[src/sdst_consts.vh]
`ifndef SDST_CONSTS_VH
`define SDST_CONSTS_VH

// Register byte offsets
`define SDST_OFF_CTRL 8'h00
`define SDST_OFF_CONFIG 8'h04
`define SDST_OFF_STATUS 8'h08
`define SDST_OFF_ERROR 8'h0c
`define SDST_OFF_AUX 8'h10

// Control register command bits
`define SDST_CTRL_LOGIC_START 0
`define SDST_CTRL_HALL_START 1

// Configuration word layout and reset value
`define SDST_CFG_PU_LOGIC 19
`define SDST_CFG_PU_HALL 18
`define SDST_CFG_CMD_LOCK 13
`define SDST_CFG_THR_HI 5
`define SDST_CFG_THR_LO 0
`define SDST_CFG_RESET 32'h000c0006
`define SDST_CFG_WMASK 32'h000c203f

// Status and error bits
`define SDST_STA_DONE 0
`define SDST_STA_LOGIC_RUN 1
`define SDST_STA_HALL_RUN 2
`define SDST_STA_LOW_FIELD 3
`define SDST_ERR_SELFTEST 0
`define SDST_ERR_WDOG 1

// Timing
`define SDST_CLK_MHZ 250
`define SDST_ALIVE_PERIOD_US 8192
`define SDST_LOGIC_TEST_US 30000
`define SDST_HALL_TEST_US 52000
`define SDST_FIELD_STEP_G 16
`define SDST_HALL_STEPS 32
`define SDST_WD_MIN 16'h0384
`define SDST_WD_MAX 16'h044c
`define SDST_WD_TICK 16'h03e8
`define SDST_ANGLE_TOL 12'h040

// Logic test seeds and expected signature
`define SDST_LFSR_SEED 31'h00000001
`define SDST_MISR_SEED 31'h00000000
`define SDST_MISR_EXPECT 31'h00000000

// AXI responses
`define SDST_RESP_OKAY 2'b00
`define SDST_RESP_SLVERR 2'b10

`endif

[src/sdst_top.v]
// Chosen here: the AXI4-Lite slave port and the placing of the registers.
`timescale 1ns/1ps
`include "sdst_consts.vh"

module sdst_top #(
    parameter AW = 8,
    parameter ALIVE_CYCLES = `SDST_ALIVE_PERIOD_US * `SDST_CLK_MHZ,
    parameter LOGIC_CYCLES = `SDST_LOGIC_TEST_US * `SDST_CLK_MHZ,
    parameter HALL_CYCLES = `SDST_HALL_TEST_US * `SDST_CLK_MHZ,
    parameter [30:0] MISR_EXPECT = `SDST_MISR_EXPECT,
    parameter WD_MIN = `SDST_WD_MIN,
    parameter WD_MAX = `SDST_WD_MAX,
    parameter WD_TICK = `SDST_WD_TICK,
    parameter [11:0] ANGLE_TOL = `SDST_ANGLE_TOL,
    parameter FIELD_W = 12
) (
    input wire aclk,
    input wire aresetn,
    input wire [AW-1:0] s_axi_awaddr,
    input wire [2:0] s_axi_awprot,
    input wire s_axi_awvalid,
    output reg s_axi_awready,
    input wire [31:0] s_axi_wdata,
    input wire [3:0] s_axi_wstrb,
    input wire s_axi_wvalid,
    output reg s_axi_wready,
    output reg [1:0] s_axi_bresp,
    output reg s_axi_bvalid,
    input wire s_axi_bready,
    input wire [AW-1:0] s_axi_araddr,
    input wire [2:0] s_axi_arprot,
    input wire s_axi_arvalid,
    output reg s_axi_arready,
    output reg [31:0] s_axi_rdata,
    output reg [1:0] s_axi_rresp,
    output reg s_axi_rvalid,
    input wire s_axi_rready,
    output reg [30:0] scan_chain_in,
    input wire [30:0] scan_chain_out,
    output reg scan_enable,
    output reg hall_test_mode,
    output reg hall_current_dir,
    output reg [3:0] hall_element_sel,
    input wire [11:0] hall_angle,
    input wire hall_angle_valid,
    input wire [FIELD_W-1:0] field_strength,
    output reg low_field_flag,
    input wire osc_ref_tick,
    input wire osc_ref_fault,
    output reg osc_main_tick
);

    localparam STEP_CYCLES = HALL_CYCLES / `SDST_HALL_STEPS;

    reg [31:0] alive_div;
    reg [31:0] alive_count;
    reg [31:0] cfg_word;
    reg err_selftest;
    reg err_wdog;
    reg special_done;
    reg por_pend;
    reg logic_run;
    reg [31:0] logic_cnt;
    reg [30:0] lfsr;
    reg [30:0] misr;
    reg hall_run;
    reg [4:0] hall_step;
    reg [31:0] hall_cnt;
    reg [11:0] hall_seen_angle;
    reg hall_seen;
    reg hall_bad;
    reg [15:0] wd_cnt;
    reg [15:0] wd_tick_cnt;
    reg [31:0] rd_data;
    reg rd_ok;

    wire wr_fire = s_axi_awready;
    wire [AW-1:0] wr_addr = s_axi_awaddr;
    wire sel_ctrl = (wr_addr == `SDST_OFF_CTRL);
    wire sel_cfg = (wr_addr == `SDST_OFF_CONFIG);
    wire sel_err = (wr_addr == `SDST_OFF_ERROR);
    wire [31:0] wstrb_mask = {{8{s_axi_wstrb[3]}}, {8{s_axi_wstrb[2]}}, {8{s_axi_wstrb[1]}}, {8{s_axi_wstrb[0]}}};
    // Command lock blocks only the serial starts, never the power-up ones
    wire cmd_ok = wr_fire && sel_ctrl && s_axi_wstrb[0] && !cfg_word[`SDST_CFG_CMD_LOCK];
    wire start_logic = (por_pend && cfg_word[`SDST_CFG_PU_LOGIC]) ||
                       (cmd_ok && s_axi_wdata[`SDST_CTRL_LOGIC_START]);
    wire start_hall = (por_pend && cfg_word[`SDST_CFG_PU_HALL]) ||
                      (cmd_ok && s_axi_wdata[`SDST_CTRL_HALL_START]);
    wire logic_end = logic_run && (logic_cnt == LOGIC_CYCLES - 1);
    wire step_end = hall_run && (hall_cnt == STEP_CYCLES - 1);
    wire hall_end = step_end && (hall_step == 5'd31);
    wire [11:0] expect_angle = {hall_step, 7'h00};
    wire [11:0] angle_err = hall_seen_angle - expect_angle;
    wire angle_ok = hall_seen && ((angle_err < ANGLE_TOL) || (angle_err > (12'hfff - ANGLE_TOL)));
    wire logic_fail = logic_end && (misr != MISR_EXPECT);
    wire hall_fail = hall_end && (hall_bad || !angle_ok);
    wire next_logic_run = start_logic | (logic_run & ~logic_end);
    wire next_hall_run = start_hall | (hall_run & ~hall_end);
    wire err_clr = wr_fire && sel_err && s_axi_wstrb[0];
    wire [36:0] thr_g = {31'h0, cfg_word[`SDST_CFG_THR_HI:`SDST_CFG_THR_LO]} * `SDST_FIELD_STEP_G;
    wire [36:0] field_ext = {{(37-FIELD_W){1'b0}}, field_strength};
    wire [30:0] misr_shift = {misr[29:0], misr[30] ^ misr[27]};
    wire [4:0] next_hall_step = hall_step + 5'h01;
    // A lost reference tick saturates the counter, so it faults on every cycle until the next tick
    wire wd_short = osc_ref_tick && (wd_cnt < WD_MIN);
    wire wd_long = osc_ref_tick && (wd_cnt > WD_MAX);
    wire wd_stuck = !osc_ref_tick && (wd_cnt == WD_MAX + 16'h0001);
    wire wd_fault_now = osc_ref_fault || wd_short || wd_long || wd_stuck;

    // Alive counter and its divider
    always @(posedge aclk) begin
        if (!aresetn) begin
            alive_div <= 32'h00000000;
            alive_count <= 32'h00000000;
        end else if (alive_div == ALIVE_CYCLES - 1) begin
            alive_div <= 32'h00000000;
            alive_count <= alive_count + 32'h00000001;
        end else begin
            alive_div <= alive_div + 32'h00000001;
        end
    end

    // Power-up test request uses the config reset values, one cycle after release
    always @(posedge aclk) begin
        if (!aresetn) begin
            por_pend <= 1'b1;
        end else begin
            por_pend <= 1'b0;
        end
    end

    // Logic self-test: LFSR drives all chains, MISR compacts the returns
    always @(posedge aclk) begin
        if (!aresetn) begin
            logic_run <= 1'b0;
            logic_cnt <= 32'h00000000;
            lfsr <= `SDST_LFSR_SEED;
            misr <= `SDST_MISR_SEED;
            scan_chain_in <= 31'h00000000;
            scan_enable <= 1'b0;
        end else begin
            logic_run <= next_logic_run;
            scan_enable <= next_logic_run;
            if (start_logic) begin
                logic_cnt <= 32'h00000000;
                lfsr <= `SDST_LFSR_SEED;
                misr <= `SDST_MISR_SEED;
                scan_chain_in <= `SDST_LFSR_SEED;
            end else if (logic_run) begin
                logic_cnt <= logic_cnt + 32'h00000001;
                lfsr <= {lfsr[29:0], lfsr[30] ^ lfsr[27]};
                scan_chain_in <= {lfsr[29:0], lfsr[30] ^ lfsr[27]};
                misr <= misr_shift ^ scan_chain_out;
            end
        end
    end

    // Hall-array self-test: 16 elements times two current directions
    always @(posedge aclk) begin
        if (!aresetn) begin
            hall_run <= 1'b0;
            hall_step <= 5'd0;
            hall_cnt <= 32'h00000000;
            hall_seen_angle <= 12'h000;
            hall_seen <= 1'b0;
            hall_bad <= 1'b0;
            hall_test_mode <= 1'b0;
            hall_current_dir <= 1'b0;
            hall_element_sel <= 4'h0;
        end else begin
            hall_run <= next_hall_run;
            hall_test_mode <= next_hall_run;
            if (start_hall) begin
                hall_step <= 5'd0;
                hall_cnt <= 32'h00000000;
                hall_seen <= 1'b0;
                hall_bad <= 1'b0;
                hall_current_dir <= 1'b0;
                hall_element_sel <= 4'h0;
            end else if (step_end) begin
                hall_cnt <= 32'h00000000;
                hall_step <= next_hall_step;
                hall_current_dir <= next_hall_step[4];
                hall_element_sel <= next_hall_step[3:0];
                hall_seen <= 1'b0;
                if (!angle_ok) begin
                    hall_bad <= 1'b1;
                end
            end else if (hall_run) begin
                hall_cnt <= hall_cnt + 32'h00000001;
                if (hall_angle_valid) begin
                    hall_seen_angle <= hall_angle;
                    hall_seen <= 1'b1;
                end
            end
        end
    end

    // Done flag and sticky error flags; a set beats a clear in the same cycle
    always @(posedge aclk) begin
        if (!aresetn) begin
            special_done <= 1'b0;
            err_selftest <= 1'b0;
            err_wdog <= 1'b0;
        end else begin
            if (start_logic || start_hall) begin
                special_done <= 1'b0;
            end else if ((logic_run || hall_run) && !next_logic_run && !next_hall_run) begin
                special_done <= 1'b1;
            end
            if (logic_fail || hall_fail) begin
                err_selftest <= 1'b1;
            end else if (err_clr && s_axi_wdata[`SDST_ERR_SELFTEST]) begin
                err_selftest <= 1'b0;
            end
            if (wd_fault_now) begin
                err_wdog <= 1'b1;
            end else if (err_clr && s_axi_wdata[`SDST_ERR_WDOG]) begin
                err_wdog <= 1'b0;
            end
        end
    end

    // Watchdog on the reference oscillator tick; the tick we send lets the other side check us
    always @(posedge aclk) begin
        if (!aresetn) begin
            wd_cnt <= 16'h0000;
            wd_tick_cnt <= 16'h0000;
            osc_main_tick <= 1'b0;
        end else begin
            if (osc_ref_tick) begin
                wd_cnt <= 16'h0000;
            end else if (wd_cnt != WD_MAX + 16'd1) begin
                wd_cnt <= wd_cnt + 16'h0001;
            end
            if (wd_tick_cnt == WD_TICK - 16'd1) begin
                wd_tick_cnt <= 16'h0000;
                osc_main_tick <= 1'b1;
            end else begin
                wd_tick_cnt <= wd_tick_cnt + 16'h0001;
                osc_main_tick <= 1'b0;
            end
        end
    end

    // Low-field comparator
    always @(posedge aclk) begin
        if (!aresetn) begin
            low_field_flag <= 1'b0;
        end else begin
            low_field_flag <= (thr_g != 37'h0) && (field_ext < thr_g);
        end
    end

    // AXI4-Lite write channel; address and data taken together
    always @(posedge aclk) begin
        if (!aresetn) begin
            s_axi_awready <= 1'b0;
            s_axi_wready <= 1'b0;
            s_axi_bvalid <= 1'b0;
            s_axi_bresp <= `SDST_RESP_OKAY;
            cfg_word <= `SDST_CFG_RESET;
        end else begin
            if (s_axi_awready) begin
                s_axi_awready <= 1'b0;
                s_axi_wready <= 1'b0;
                s_axi_bvalid <= 1'b1;
                if (sel_ctrl || sel_cfg || sel_err) begin
                    s_axi_bresp <= `SDST_RESP_OKAY;
                end else begin
                    s_axi_bresp <= `SDST_RESP_SLVERR;
                end
                if (sel_cfg) begin
                    cfg_word <= (cfg_word & ~(`SDST_CFG_WMASK & wstrb_mask)) |
                              (s_axi_wdata & `SDST_CFG_WMASK & wstrb_mask);
                end
            end else begin
                if (s_axi_awvalid && s_axi_wvalid && !s_axi_bvalid) begin
                    s_axi_awready <= 1'b1;
                    s_axi_wready <= 1'b1;
                end
                if (s_axi_bvalid && s_axi_bready) begin
                    s_axi_bvalid <= 1'b0;
                end
            end
        end
    end

    // Read decode
    always @* begin
        rd_data = 32'h00000000;
        rd_ok = 1'b1;
        case (s_axi_araddr)
            `SDST_OFF_CTRL: rd_data = 32'h00000000;
            `SDST_OFF_CONFIG: rd_data = cfg_word;
            `SDST_OFF_STATUS: begin
                rd_data[`SDST_STA_DONE] = special_done;
                rd_data[`SDST_STA_LOGIC_RUN] = logic_run;
                rd_data[`SDST_STA_HALL_RUN] = hall_run;
                rd_data[`SDST_STA_LOW_FIELD] = low_field_flag;
            end
            `SDST_OFF_ERROR: begin
                rd_data[`SDST_ERR_SELFTEST] = err_selftest;
                rd_data[`SDST_ERR_WDOG] = err_wdog;
            end
            `SDST_OFF_AUX: rd_data = alive_count;
            default: rd_ok = 1'b0;
        endcase
    end

    // AXI4-Lite read channel
    always @(posedge aclk) begin
        if (!aresetn) begin
            s_axi_arready <= 1'b0;
            s_axi_rvalid <= 1'b0;
            s_axi_rdata <= 32'h00000000;
            s_axi_rresp <= `SDST_RESP_OKAY;
        end else begin
            if (s_axi_arready) begin
                s_axi_arready <= 1'b0;
                s_axi_rvalid <= 1'b1;
                s_axi_rdata <= rd_data;
                s_axi_rresp <= rd_ok ? `SDST_RESP_OKAY : `SDST_RESP_SLVERR;
            end else begin
                if (s_axi_arvalid && !s_axi_rvalid) begin
                    s_axi_arready <= 1'b1;
                end
                if (s_axi_rvalid && s_axi_rready) begin
                    s_axi_rvalid <= 1'b0;
                end
            end
        end
    end

endmodule

[config.mk]
export PLATFORM = sky130hd
export DESIGN_NAME = sdst_top
export DESIGN_NICKNAME = d
export VERILOG_FILES = /design/src/sdst_top.v
export VERILOG_INCLUDE_DIRS = /design/src
export SDC_FILE = /design/constraint.sdc
export NUM_CORES = 1
export LEC_CHECK = 0
export BUFFER_PORTS_ARGS = -buffer_cell sky130_fd_sc_hd__buf_2
export CORE_MARGIN = 3
export CORE_UTILIZATION = 50
export DETAILED_ROUTE_END_ITERATION = 12
export PLACE_DENSITY = 0.72
export SLEW_MARGIN = 0
export SYNTH_ARGS = -nofsm -noshare
export SYNTH_HDL_FRONTEND = slang
export SYNTH_SLANG_ARGS = --single-unit
[constraint.sdc]
create_clock -name aclk -period 3.9 [get_ports aclk]
set_input_delay 0 -clock aclk [delete_from_list [all_inputs] [get_ports aclk]]
set_output_delay 0 -clock aclk [all_outputs]
set_load 0.05 [all_outputs]
==> metrics, run 1 <==
status complete, no violations; DRC Markers 0; pwr dens 409 mW/mm2; Tcrit/Tclk final 0.775; clock latency at the later pin of the worst-skew pair about 0.55 ns; Hold Path Depth 5; post-synthesis cell count 1493; area leader, netlist dfxtp_1; slowest CP cell nor3b_1; most frequent cell on the critical path nand2_1; Data required, critical path around 4.3 ns; P_leak slightly below 0.006 uW; die width between 150 and 200 um; register area share after synthesis 0.450; largest cells by area after synthesis dfxtp_1, nor2_1, xnor2_1, xor2_1, nand3_1; Max Fclk roughly 330 MHz; Synth top area share 0.450; Met1 Wirelength ~13000 um; Met2 Routed Length ~14000 um; GPL Wtd Cong a little over 0.8; grt total ovfl 0; DRT iter0 DRCs just over 800; RSZ-0062 raised after global routing no; hold crit path type input port to register; setup TNS 0 ns; top_reg_cell synth dfxtp_1; ant diodes 0; Post-DP HPWL ~19000 um; port bufs 161; kind of critical path register to register; CTS Buf Count 30; Wirelength per Cell about 15 um; Post-synth EDFFs 0; reg-to-reg slack, setup roughly 0.88 ns; Hold EP s_axi_rdata[1]; total I/O pin count about 200; DR vias/cell about 5.3; Detail Route Antenna Nets 0; highest routed metal layer met5; Resized cells post-CTS 0; DIE HEIGHT roughly 170 um; most frequent cells after synthesis dfxtp_1, nor2_1, nand2_1; worst vdd ir about 330 uV; crit start category register; CP peak stage delay 0.77 ns; post-synthesis async set-or-reset flop share 0; CTS tree built; count leader, synth dfxtp_1; clock sinks slightly below 300; met3 WL between 1000 and 1500 um; Max-Slew Margin vs Limit 0.351; Overall Global Routing Usage 0.206; Ys Warns 0; # rows between 50 and 60; Mean Syn Cell Area 8.70 um2; mapped cell area 0.0130 mm2; max cap viols 0; root buffer cell clkbuf_16; share of layout cells above drive strength 1 0.143; Synth-to-Final Area Change 19.7%; power after layout between 6000 and 7000 uW; WP data arrival about 3.5 ns; drt total wl 29600 um; CP delay by family, top simple AND/OR/NAND/NOR gates; cts-stage hold buffer count 74; Max clock buf depth 3; Least-Margin Pin Slew about 0.96 ns; # fillers between 2000 and 2500; htree depth 1; DIE AREA approximately 0.028 mm2; worst reg2reg startpoint s_axi_awready; Crit path buffers/inverters 1; NumNets Final between 1500 and 2000; post-route minimum period just over 3 ns; Critical Path, Cell by Cell and3_1 > nor3b_1 > nand2_1 > mux2i_1 > nand2_1 > dlygate4sd3_1; placed cells 1898; Hold Fails Final Rpt 0; post-synth cell types 52; Final Slew Violations 0; worst hold start s_axi_araddr[0]; Layout Skew approximately 0.013 ns; Core Util, Final 0.614; initial antenna violation count 3; Post-Layout Cell Count around 2000; Initial Util 0.513; clock transition at the registers of the reported paths around 0.06 ns; critical path endpoint category register; Synth Register Bits slightly below 300; vias in the first global route 10267; Post-CTS Setup Bufs 0; Via Count 10701; DR pass1 iterations 5; count of final setup violators 0; global-route wire length before repair ~50000 um; pin count of the biggest net entering global routing 87; cells on worst reg2reg path 6; Core ar. 0.0253 mm2; Max FO, Critical Path 6
-- layout make-up --
cell class	count	area [um2]	share of cell area
repair buffers	247	1640	0.105
well taps	330	413	0.0266
inverters	33	124	0.00797
clock buffers	40	860	0.0553
flip-flops and latches	292	5850	0.376
multi-input cells	1070	6510	0.419
clock inverters	14	145	0.00934
-- flip-flops by register name (all words and copies together) (netlist names), 3 cells and up, named ones only --
name,count
hall_cnt,32
misr,31
alive_div,32
alive_count,32
s_axi_rdata,32
wd_cnt,16
scan_chain_in,31
hall_seen_angle,6
logic_cnt,32
wd_tick_cnt,16
hall_element_sel,3
-- worst max-delay path by stage --
stage	startpoint	to	slack (ns)	depth (start not counted)
2_1_floorplan	hall_element_sel[0]	err_selftest	1.49	8
3_3_place_gp	alive_div[22]	alive_div[17]	1.28	6
3_5_place_dp	alive_div[22]	alive_div[26]	1.27	6
6_report	s_axi_awready	register	0.88	6
5_1_grt	s_axi_awready	register	0.66	6
4_1_cts	s_axi_awready	register	0.98	6
-- cells by family after synthesis --
group	synth area share
multiplexers	0.0331
other	0.000289
flip-flops	0.450
adder cells (fa/ha/maj)	0.0208
XOR/XNOR	0.123
AND/OR/NAND/NOR	0.258
AO/OA/AOI/OAI	0.0654
buffers and inverters	0.0488
-- layer usage --
metal	vias to the layer above	GRT usage
met1	4991	0.269
met2	219	0.355
met3	62	0.0375
met5	-	0
met4	6	0.0512
li1	5423	-
-- layout by cell type, fill, tap and decap left out, drive strengths merged, types with 37 or more instances in the layout --
master       Yosys  routed
a21oi           48      48
buf             53     173
clkbuf          46      40
dfxtp          292     292
dlygate4sd3      0      74
mux2i           43      43
nand2          114     114
nand3          102     102
nor2           272     272
nor3            37      37
xnor2          108     108
xor2            75      75
-- report_power, final --
| part | internal [uW] | switching (uW) |
|---|---|---|
| logic | 169 | 229 |
| registers | 3020 | 36.9 |
| clock network | 1730 | 1170 |
-- worst register-to-register path, stage by stage, from the launching register on --
cell and delay, ns:
dfxtp_1 0.40, and3_1 0.30, nor3b_1 0.78, nand2_1 0.49, mux2i_1 0.26, nand2_1 0.08
dlygate4sd3_1 0.59
-- metrics by stage --
| step | area, um2 | hold WS (ns) | worst slack (ns) |
|---|---|---|---|
| floorplan | 13000 | 0.125 | 1.49 |
| global placement | 13800 | 0.226 | 1.28 |
| detailed placement | 13800 | 0.243 | 1.27 |
| CTS | 15500 | 0.0445 | 0.980 |
| global route | 15500 | 0.0988 | 0.659 |
| finish | 15500 | 0.0591 | 0.878 |
No activity file was read; power rests on OpenSTA's default activity.
==> run 2: changes to the inputs <==
--- a/config.mk
+++ b/config.mk
@@ -6,11 +6,12 @@
 export SDC_FILE = /design/constraint.sdc
 export NUM_CORES = 1
 export LEC_CHECK = 0
+export ABC_AREA = 1
 export BUFFER_PORTS_ARGS = -buffer_cell sky130_fd_sc_hd__buf_2
 export CORE_MARGIN = 3
 export CORE_UTILIZATION = 50
 export DETAILED_ROUTE_END_ITERATION = 12
-export PLACE_DENSITY = 0.72
+export PLACE_DENSITY = 0.71
 export SLEW_MARGIN = 0
 export SYNTH_ARGS = -nofsm -noshare
 export SYNTH_HDL_FRONTEND = slang
==> constraint.sdc (replaced) <==
create_clock -name aclk -period 2.8 [get_ports aclk]
set_input_delay 0 -clock aclk [delete_from_list [all_inputs] [get_ports aclk]]
set_output_delay 0 -clock aclk [all_outputs]
set_load 0.05 [all_outputs]
==> metrics, run 2 <==
RSZ-0062 raised after global routing no (unchanged); Post-DP HPWL 26000 um (was 19500 um); Data required, critical path 3.24 ns (was 4.32 ns); setup TNS 0 ns (unchanged); Synth-to-Final Area Change 18.7% (was 19.7%); drt total wl 37100 um (was 29600 um); htree depth 1 (unchanged); most frequent cells after synthesis nand2_1, nor2_1, dfxtp_1 (was dfxtp_1, nor2_1, nand2_1); Setup crit start s_axi_awaddr[2] (was s_axi_awready); DR pass1 iterations 5 (unchanged); Mean Syn Cell Area 6.87 um2 (was 8.70 um2); DR vias/cell 5.13 (was 5.28); largest cells by area after synthesis dfxtp_1, nand2_1, nor2_1, a21oi_1, inv_1 (was dfxtp_1, nor2_1, xnor2_1, xor2_1, nand3_1); CTS tree built (unchanged); area leader, netlist dfxtp_1 (unchanged); power after layout 9140 uW (was 6360 uW); register area share after synthesis 0.395 (was 0.450); CTS Buf Count 31 (was 30); hold crit path type input port to register (unchanged); WP data arrival 3.03 ns (was 3.45 ns); clock transition at the registers of the reported paths 0.06 ns (about the same); DIE HEIGHT 178 um (was 167 um); port bufs 161 (unchanged); # fillers 2727 (was 2119); Ys Warns 0 (unchanged); post-synthesis async set-or-reset flop share 0 (unchanged); cells on worst reg2reg path 7 (was 6); register area 0.00585 mm2 (about the same); worst reg2reg startpoint s_axi_awready (unchanged); Layout Skew 0.0120 ns (was 0.0128 ns); root buffer cell clkbuf_16 (unchanged); placed cell areas 0.0156 mm2 (was 0.0138 mm2); reg-to-reg slack, setup 0.39 ns (was 0.88 ns); clock sinks 292 (unchanged); grt total ovfl 0 (unchanged); worst hold start s_axi_awaddr[3] (was s_axi_araddr[0]); P_leak 0.00670 uW (was 0.00590 uW); Synth Register Bits 292 (unchanged); critical path endpoint category register (unchanged); Max clock buf depth 3 (unchanged); Final Slew Violations 0 (unchanged); Least-Margin Pin Slew 0.837 ns (was 0.965 ns); mapped cell area 0.0148 mm2 (was 0.0130 mm2); Max FO, Critical Path 8 (was 6); Overall Global Routing Usage 0.229 (was 0.206); die width 178 um (was 167 um); count leader, synth nand2_1 (was dfxtp_1); DRT iter0 DRCs 853 (was 811); Tcrit/Tclk final 0.923; worst vdd ir 548 uV (was 333 uV); status complete, no violations (unchanged); Initial Util 0.511 (was 0.513); top_reg_cell synth dfxtp_1 (unchanged); multi-input logic area 0.00760 mm2 (was 0.00651 mm2); most common cell after layout, fill and taps aside nand2_1 (was dfxtp_1); crit start category input port (was register); max cap viols 0 (unchanged); share of layout cells above drive strength 1 0.119 (was 0.143); NumNets Final 2491 (was 1818); finished layout cell area 0.0176 mm2 (was 0.0155 mm2); kind of critical path input port to register (was register to register); pin count of the biggest net entering global routing 91 (was 87); total I/O pin count 204 (unchanged); Hold Path Depth 4 (was 5); DRC Markers 0 (unchanged); Post-CTS Setup Bufs 0 (unchanged); clock latency at the later pin of the worst-skew pair 0.56 ns (was 0.55 ns); Synth top area share 0.395 (was 0.450); global-route wire length before repair 61200 um (was 49700 um); Core ar. 0.0289 mm2 (was 0.0253 mm2); GPL Wtd Cong 0.906 (was 0.829); pwr dens 520 mW/mm2 (was 409 mW/mm2); Wirelength per Cell 13.4 um (was 14.6 um); Max-Slew Margin vs Limit 0.442 (was 0.351); most frequent cells in the layout nand2_1, nor2_1, dfxtp_1 (was dfxtp_1, nor2_1, buf_2); Detail Route Antenna Nets 0 (unchanged); # rows 62 (was 58); vias in the first global route 13206 (was 10267); post-synthesis cell count 2152 (was 1493); Hold Fails Final Rpt 0 (unchanged); count of final setup violators 0 (unchanged); DIE AREA 0.0317 mm2 (was 0.0279 mm2); initial antenna violation count 4 (was 3); Via Count 14147 (was 10701); Max Fclk 387 MHz; post-route minimum period ~2.6 ns; post-synth cell types 47 (was 52); Post-synth EDFFs 0 (unchanged)
run 2: cell types whose count changed in the layout (fill, tap and decap cells not counted), moves of 14 or more:
cell      before  now
a211oi_1      34    1
a21oi_1       48  196
and3_1        30    2
and4_1        15    0
inv_1         32  202
mux2i_1       43    0
nand2_1      113  515
nor2_1       272  342
nor3_1        37   64
nor4_1        21    7
o21ai_0       25   52
xnor2_1      108   46
xor2_1        75   58
run 2: per-layer routing:
metal | GRT usage | wire (um) | vias up
li1 | - | - | 7253
met1 | 0.289 | 16300 | 6480
met2 | 0.398 | 17500 | 339
met3 | 0.0466 | 2350 | 71
met4 | 0.0609 | 891 | 4
met5 | 0 | 27 | -
run 2: critical path: stages:
cell,delay (ns)
dlygate4sd3_1,0.52
buf_2,0.12
nor2_1,0.08
dlygate4sd3_1,0.55
nand2_1,0.08
nor2_1,0.21
nand3_1,0.10
nand2_1,0.26
inv_1,0.21
nand3_2,0.18
nand2_1,0.07
nand2_1,0.06
nor2_1,0.04
dlygate4sd3_1,0.55
run 2: how the worst max path moves through the flow:
stage                               to  slack (ns)  cells past startpoint
finish              hall_seen_angle[7]        0.22                     14
global route        hall_seen_angle[7]        0.01                     14
CTS                     low_field_flag         0.1                      8
detailed placement      alive_count[5]        0.58                     10
global placement        alive_count[8]        0.64                     10
floorplan                 err_selftest        0.62                     10
run 2: what timing repair did:
item | CTS | global route
resized for setup | 0 | 1
endpoints found under the setup margin | 0 | 4
endpoints found under the hold margin | 73 | 0
hold buffers | 86 | 0
run 2: power by group:
group | switching (uW) | leakage (uW) | internal, uW | total (uW)
Sequential | 36.0 | 0.00236 | 4200 | 4240
Combinational | 355 | 0.00382 | 230 | 585
Clock | 1670 | 0.000519 | 2650 | 4320
run 2: per-stage QoR:
step                hold WS (ns)  std cells   util  setup WS [ns]
detailed placement         0.231       2613  0.540          0.582
global placement           0.227       2613  0.540          0.641
finish                    0.0391       2756  0.607          0.217
floorplan                  0.127       2153      -          0.624
CTS                     0.000474       2755  0.607         0.0994
global route              0.0552       2756  0.607         0.0146
run 2: final cells by class:
class	instances	share of cell area
Multi-Input combinational cell	1552	0.433
Clock inverter	10	0.0105
Antenna cell	2	0.000285
Sequential cell	292	0.333
Timing Repair Buffer	258	0.100
Tap cell	384	0.0274
Clock buffer	46	0.0508
Inverter	212	0.0454
run 2: cells by family after synthesis:
logic type	synth area share
flip-flops	0.395
AO/OA/AOI/OAI	0.0957
buffers and inverters	0.0919
other	0.000253
adder cells (fa/ha/maj)	0.0183
XOR/XNOR	0.0616
AND/OR/NAND/NOR	0.337
==> run 3: changes to the inputs <==
--- a/config.mk
+++ b/config.mk
@@ -8,10 +8,12 @@
 export LEC_CHECK = 0
 export ABC_AREA = 1
 export BUFFER_PORTS_ARGS = -buffer_cell sky130_fd_sc_hd__buf_2
+export CELL_PAD_IN_SITES_DETAIL_PLACEMENT = 1
+export CELL_PAD_IN_SITES_GLOBAL_PLACEMENT = 1
 export CORE_MARGIN = 3
-export CORE_UTILIZATION = 50
+export CORE_UTILIZATION = 41
 export DETAILED_ROUTE_END_ITERATION = 12
-export PLACE_DENSITY = 0.71
+export PLACE_DENSITY_LB_ADDON = 0.1
 export SLEW_MARGIN = 0
 export SYNTH_ARGS = -nofsm -noshare
 export SYNTH_HDL_FRONTEND = slang
==> metrics, run 3 (synthesis results as in run 2) <==
status complete, no violations (unchanged); Detail Route Antenna Nets 0 (unchanged); Layout Skew 0.0145 ns (was 0.0120 ns); Data required, critical path 3.21 ns (was 3.24 ns); Max clock buf depth 3 (unchanged); met3 WL 1940 um (was 2350 um); Met2 Routed Length 21600 um (was 17500 um); Initial Util 0.422 (was 0.511); Core ar. 0.0351 mm2 (was 0.0289 mm2); pre-CTS WS 0.711 ns (was 0.582 ns); root buffer cell clkbuf_16 (unchanged); GPL Wtd Cong 0.862 (was 0.906); DRC Markers 0 (unchanged); vias in the first global route 15090 (was 13206); # rows 68 (was 62); global-route wire length before repair 74200 um (was 61200 um); Max-Slew Margin vs Limit 0.541 (was 0.442); pin count of the biggest net entering global routing 62 (was 91); Final Slew Violations 0 (unchanged); Max FO, Critical Path 8 (unchanged); htree depth 2 (was 1); P_leak 0.00674 uW (was 0.00670 uW); most frequent cells in the layout nand2_1, nor2_1, dfxtp_1 (unchanged); DR vias/cell 5.09 (was 5.13); Via Count 14379 (was 14147); # fillers 4597 (was 2727); Synth-to-Final Area Change 19.3% (was 18.7%); initial antenna violation count 5 (was 4); grt total ovfl 0 (unchanged); crit start category input port (unchanged); Overall Global Routing Usage 0.230 (was 0.229); most common cell after layout, fill and taps aside nand2_1 (unchanged); Post-DP HPWL 31600 um (was 26000 um); clock sinks 292 (unchanged); CTS Buf Count 36 (was 31); worst vdd ir 532 uV (was 548 uV); hold crit path type input port to register (unchanged); kind of critical path input port to register (unchanged); Tcrit/Tclk final 0.938 (was 0.923); Met1 Wirelength 20100 um (was 16300 um); count of final setup violators 0 (unchanged); WP data arrival 3.04 ns (was 3.03 ns); Max Fclk 381 MHz (was 387 MHz); Least-Margin Pin Slew 0.686 ns (was 0.837 ns); max cap viols 0 (unchanged); DRT iter0 DRCs 549 (was 853); Core Util, Final 0.503 (was 0.607); DIE AREA 0.0384 mm2 (was 0.0317 mm2); die width 196 um (was 178 um); clock transition at the registers of the reported paths 0.06 ns (about the same); RSZ-0062 raised after global routing no (unchanged); total I/O pin count 204 (unchanged); finished layout cell area 0.0176 mm2 (about the same); post-route minimum period 2.63 ns (was 2.58 ns); drt total wl 44800 um (was 37100 um); Post-CTS Setup Bufs 0 (unchanged); DIE HEIGHT 196 um (was 178 um); Wirelength per Cell 15.8 um (was 13.4 um); Hold Fails Final Rpt 0 (unchanged); share of layout cells above drive strength 1 0.125 (was 0.119); DR pass1 iterations 5 (unchanged); clock latency at the later pin of the worst-skew pair 0.53 ns (was 0.56 ns); final worst slack 0.174 ns (was 0.217 ns); highest routed metal layer met5 (unchanged); pwr dens 531 mW/mm2 (was 520 mW/mm2); NumNets Final 2489 (was 2491); port bufs 161 (unchanged); setup TNS 0 ns (unchanged); placed cell areas 0.0157 mm2 (was 0.0156 mm2); critical path endpoint category register (unchanged); CTS tree built (unchanged)
-- run 3: worst paths after layout --
check	slack, ns	depth (start not counted)	from	endpoint
worst max register to register	0.31	8	register	low_field_flag
worst max-delay path	0.17	14	s_axi_awaddr[2]	hall_seen_angle[7]
worst min register to register	0.45	1	s_axi_rvalid	s_axi_arready
worst min-delay path	0.01	4	aresetn	hall_seen_angle[6]
-- run 3: worst max-delay path, cell delays in order --
cell           delay [ns]
dlygate4sd3_1        0.53
buf_2                0.13
nor2_1               0.09
nand2_1              0.08
dlygate4sd3_1        0.58
nor2_1               0.19
nand3_1              0.13
nand2_2              0.18
inv_1                0.18
nand3_2              0.20
nand2_1              0.07
nand2_1              0.06
nor2_1               0.04
dlygate4sd3_1        0.55
-- run 3: layout make-up --
type                       instances  area [um2]  area share
antenna                            1        2.50    0.000142
sequential                       292        5850       0.331
inverter                         212         797      0.0452
clock buffer                      51        1050      0.0594
multi-input combinational       1552        7610       0.431
timing repair buffer             251        1680      0.0954
tap                              455         569      0.0323
clock inverter                    11        87.6     0.00496
-- run 3: metal layers --
metal  vias up  global-route usage
li1       7240                   -
met2       239               0.404
met3        76              0.0412
met5         -                   0
met4         6              0.0694
met1      6818               0.289
-- run 3: through the flow --
stage          instances  hold slack [ns]  total power (uW)
5_1_grt             2825           0.0173              9730
3_3_place_gp        2687            0.232              4840
6_report            2825           0.0143              9370
4_1_cts             2824          0.00272              9480
3_5_place_dp        2687            0.237              4860
2_1_floorplan       2153            0.127              4680
-- run 3: repair_timing --
item | CTS | global route
hold buffers | 75 | 0
resized for setup | 0 | 4
hold endpoints to repair | 69 | 0
endpoints found under the setup margin | 0 | 3
-- run 3: where the power goes --
| group | total (uW) | internal [uW] | switching, uW |
|---|---|---|---|
| clock network | 4530 | 2700 | 1830 |
| registers | 4240 | 4200 | 40.5 |
| logic | 602 | 228 | 374 |
| total | 9370 | 7130 | 2250 |
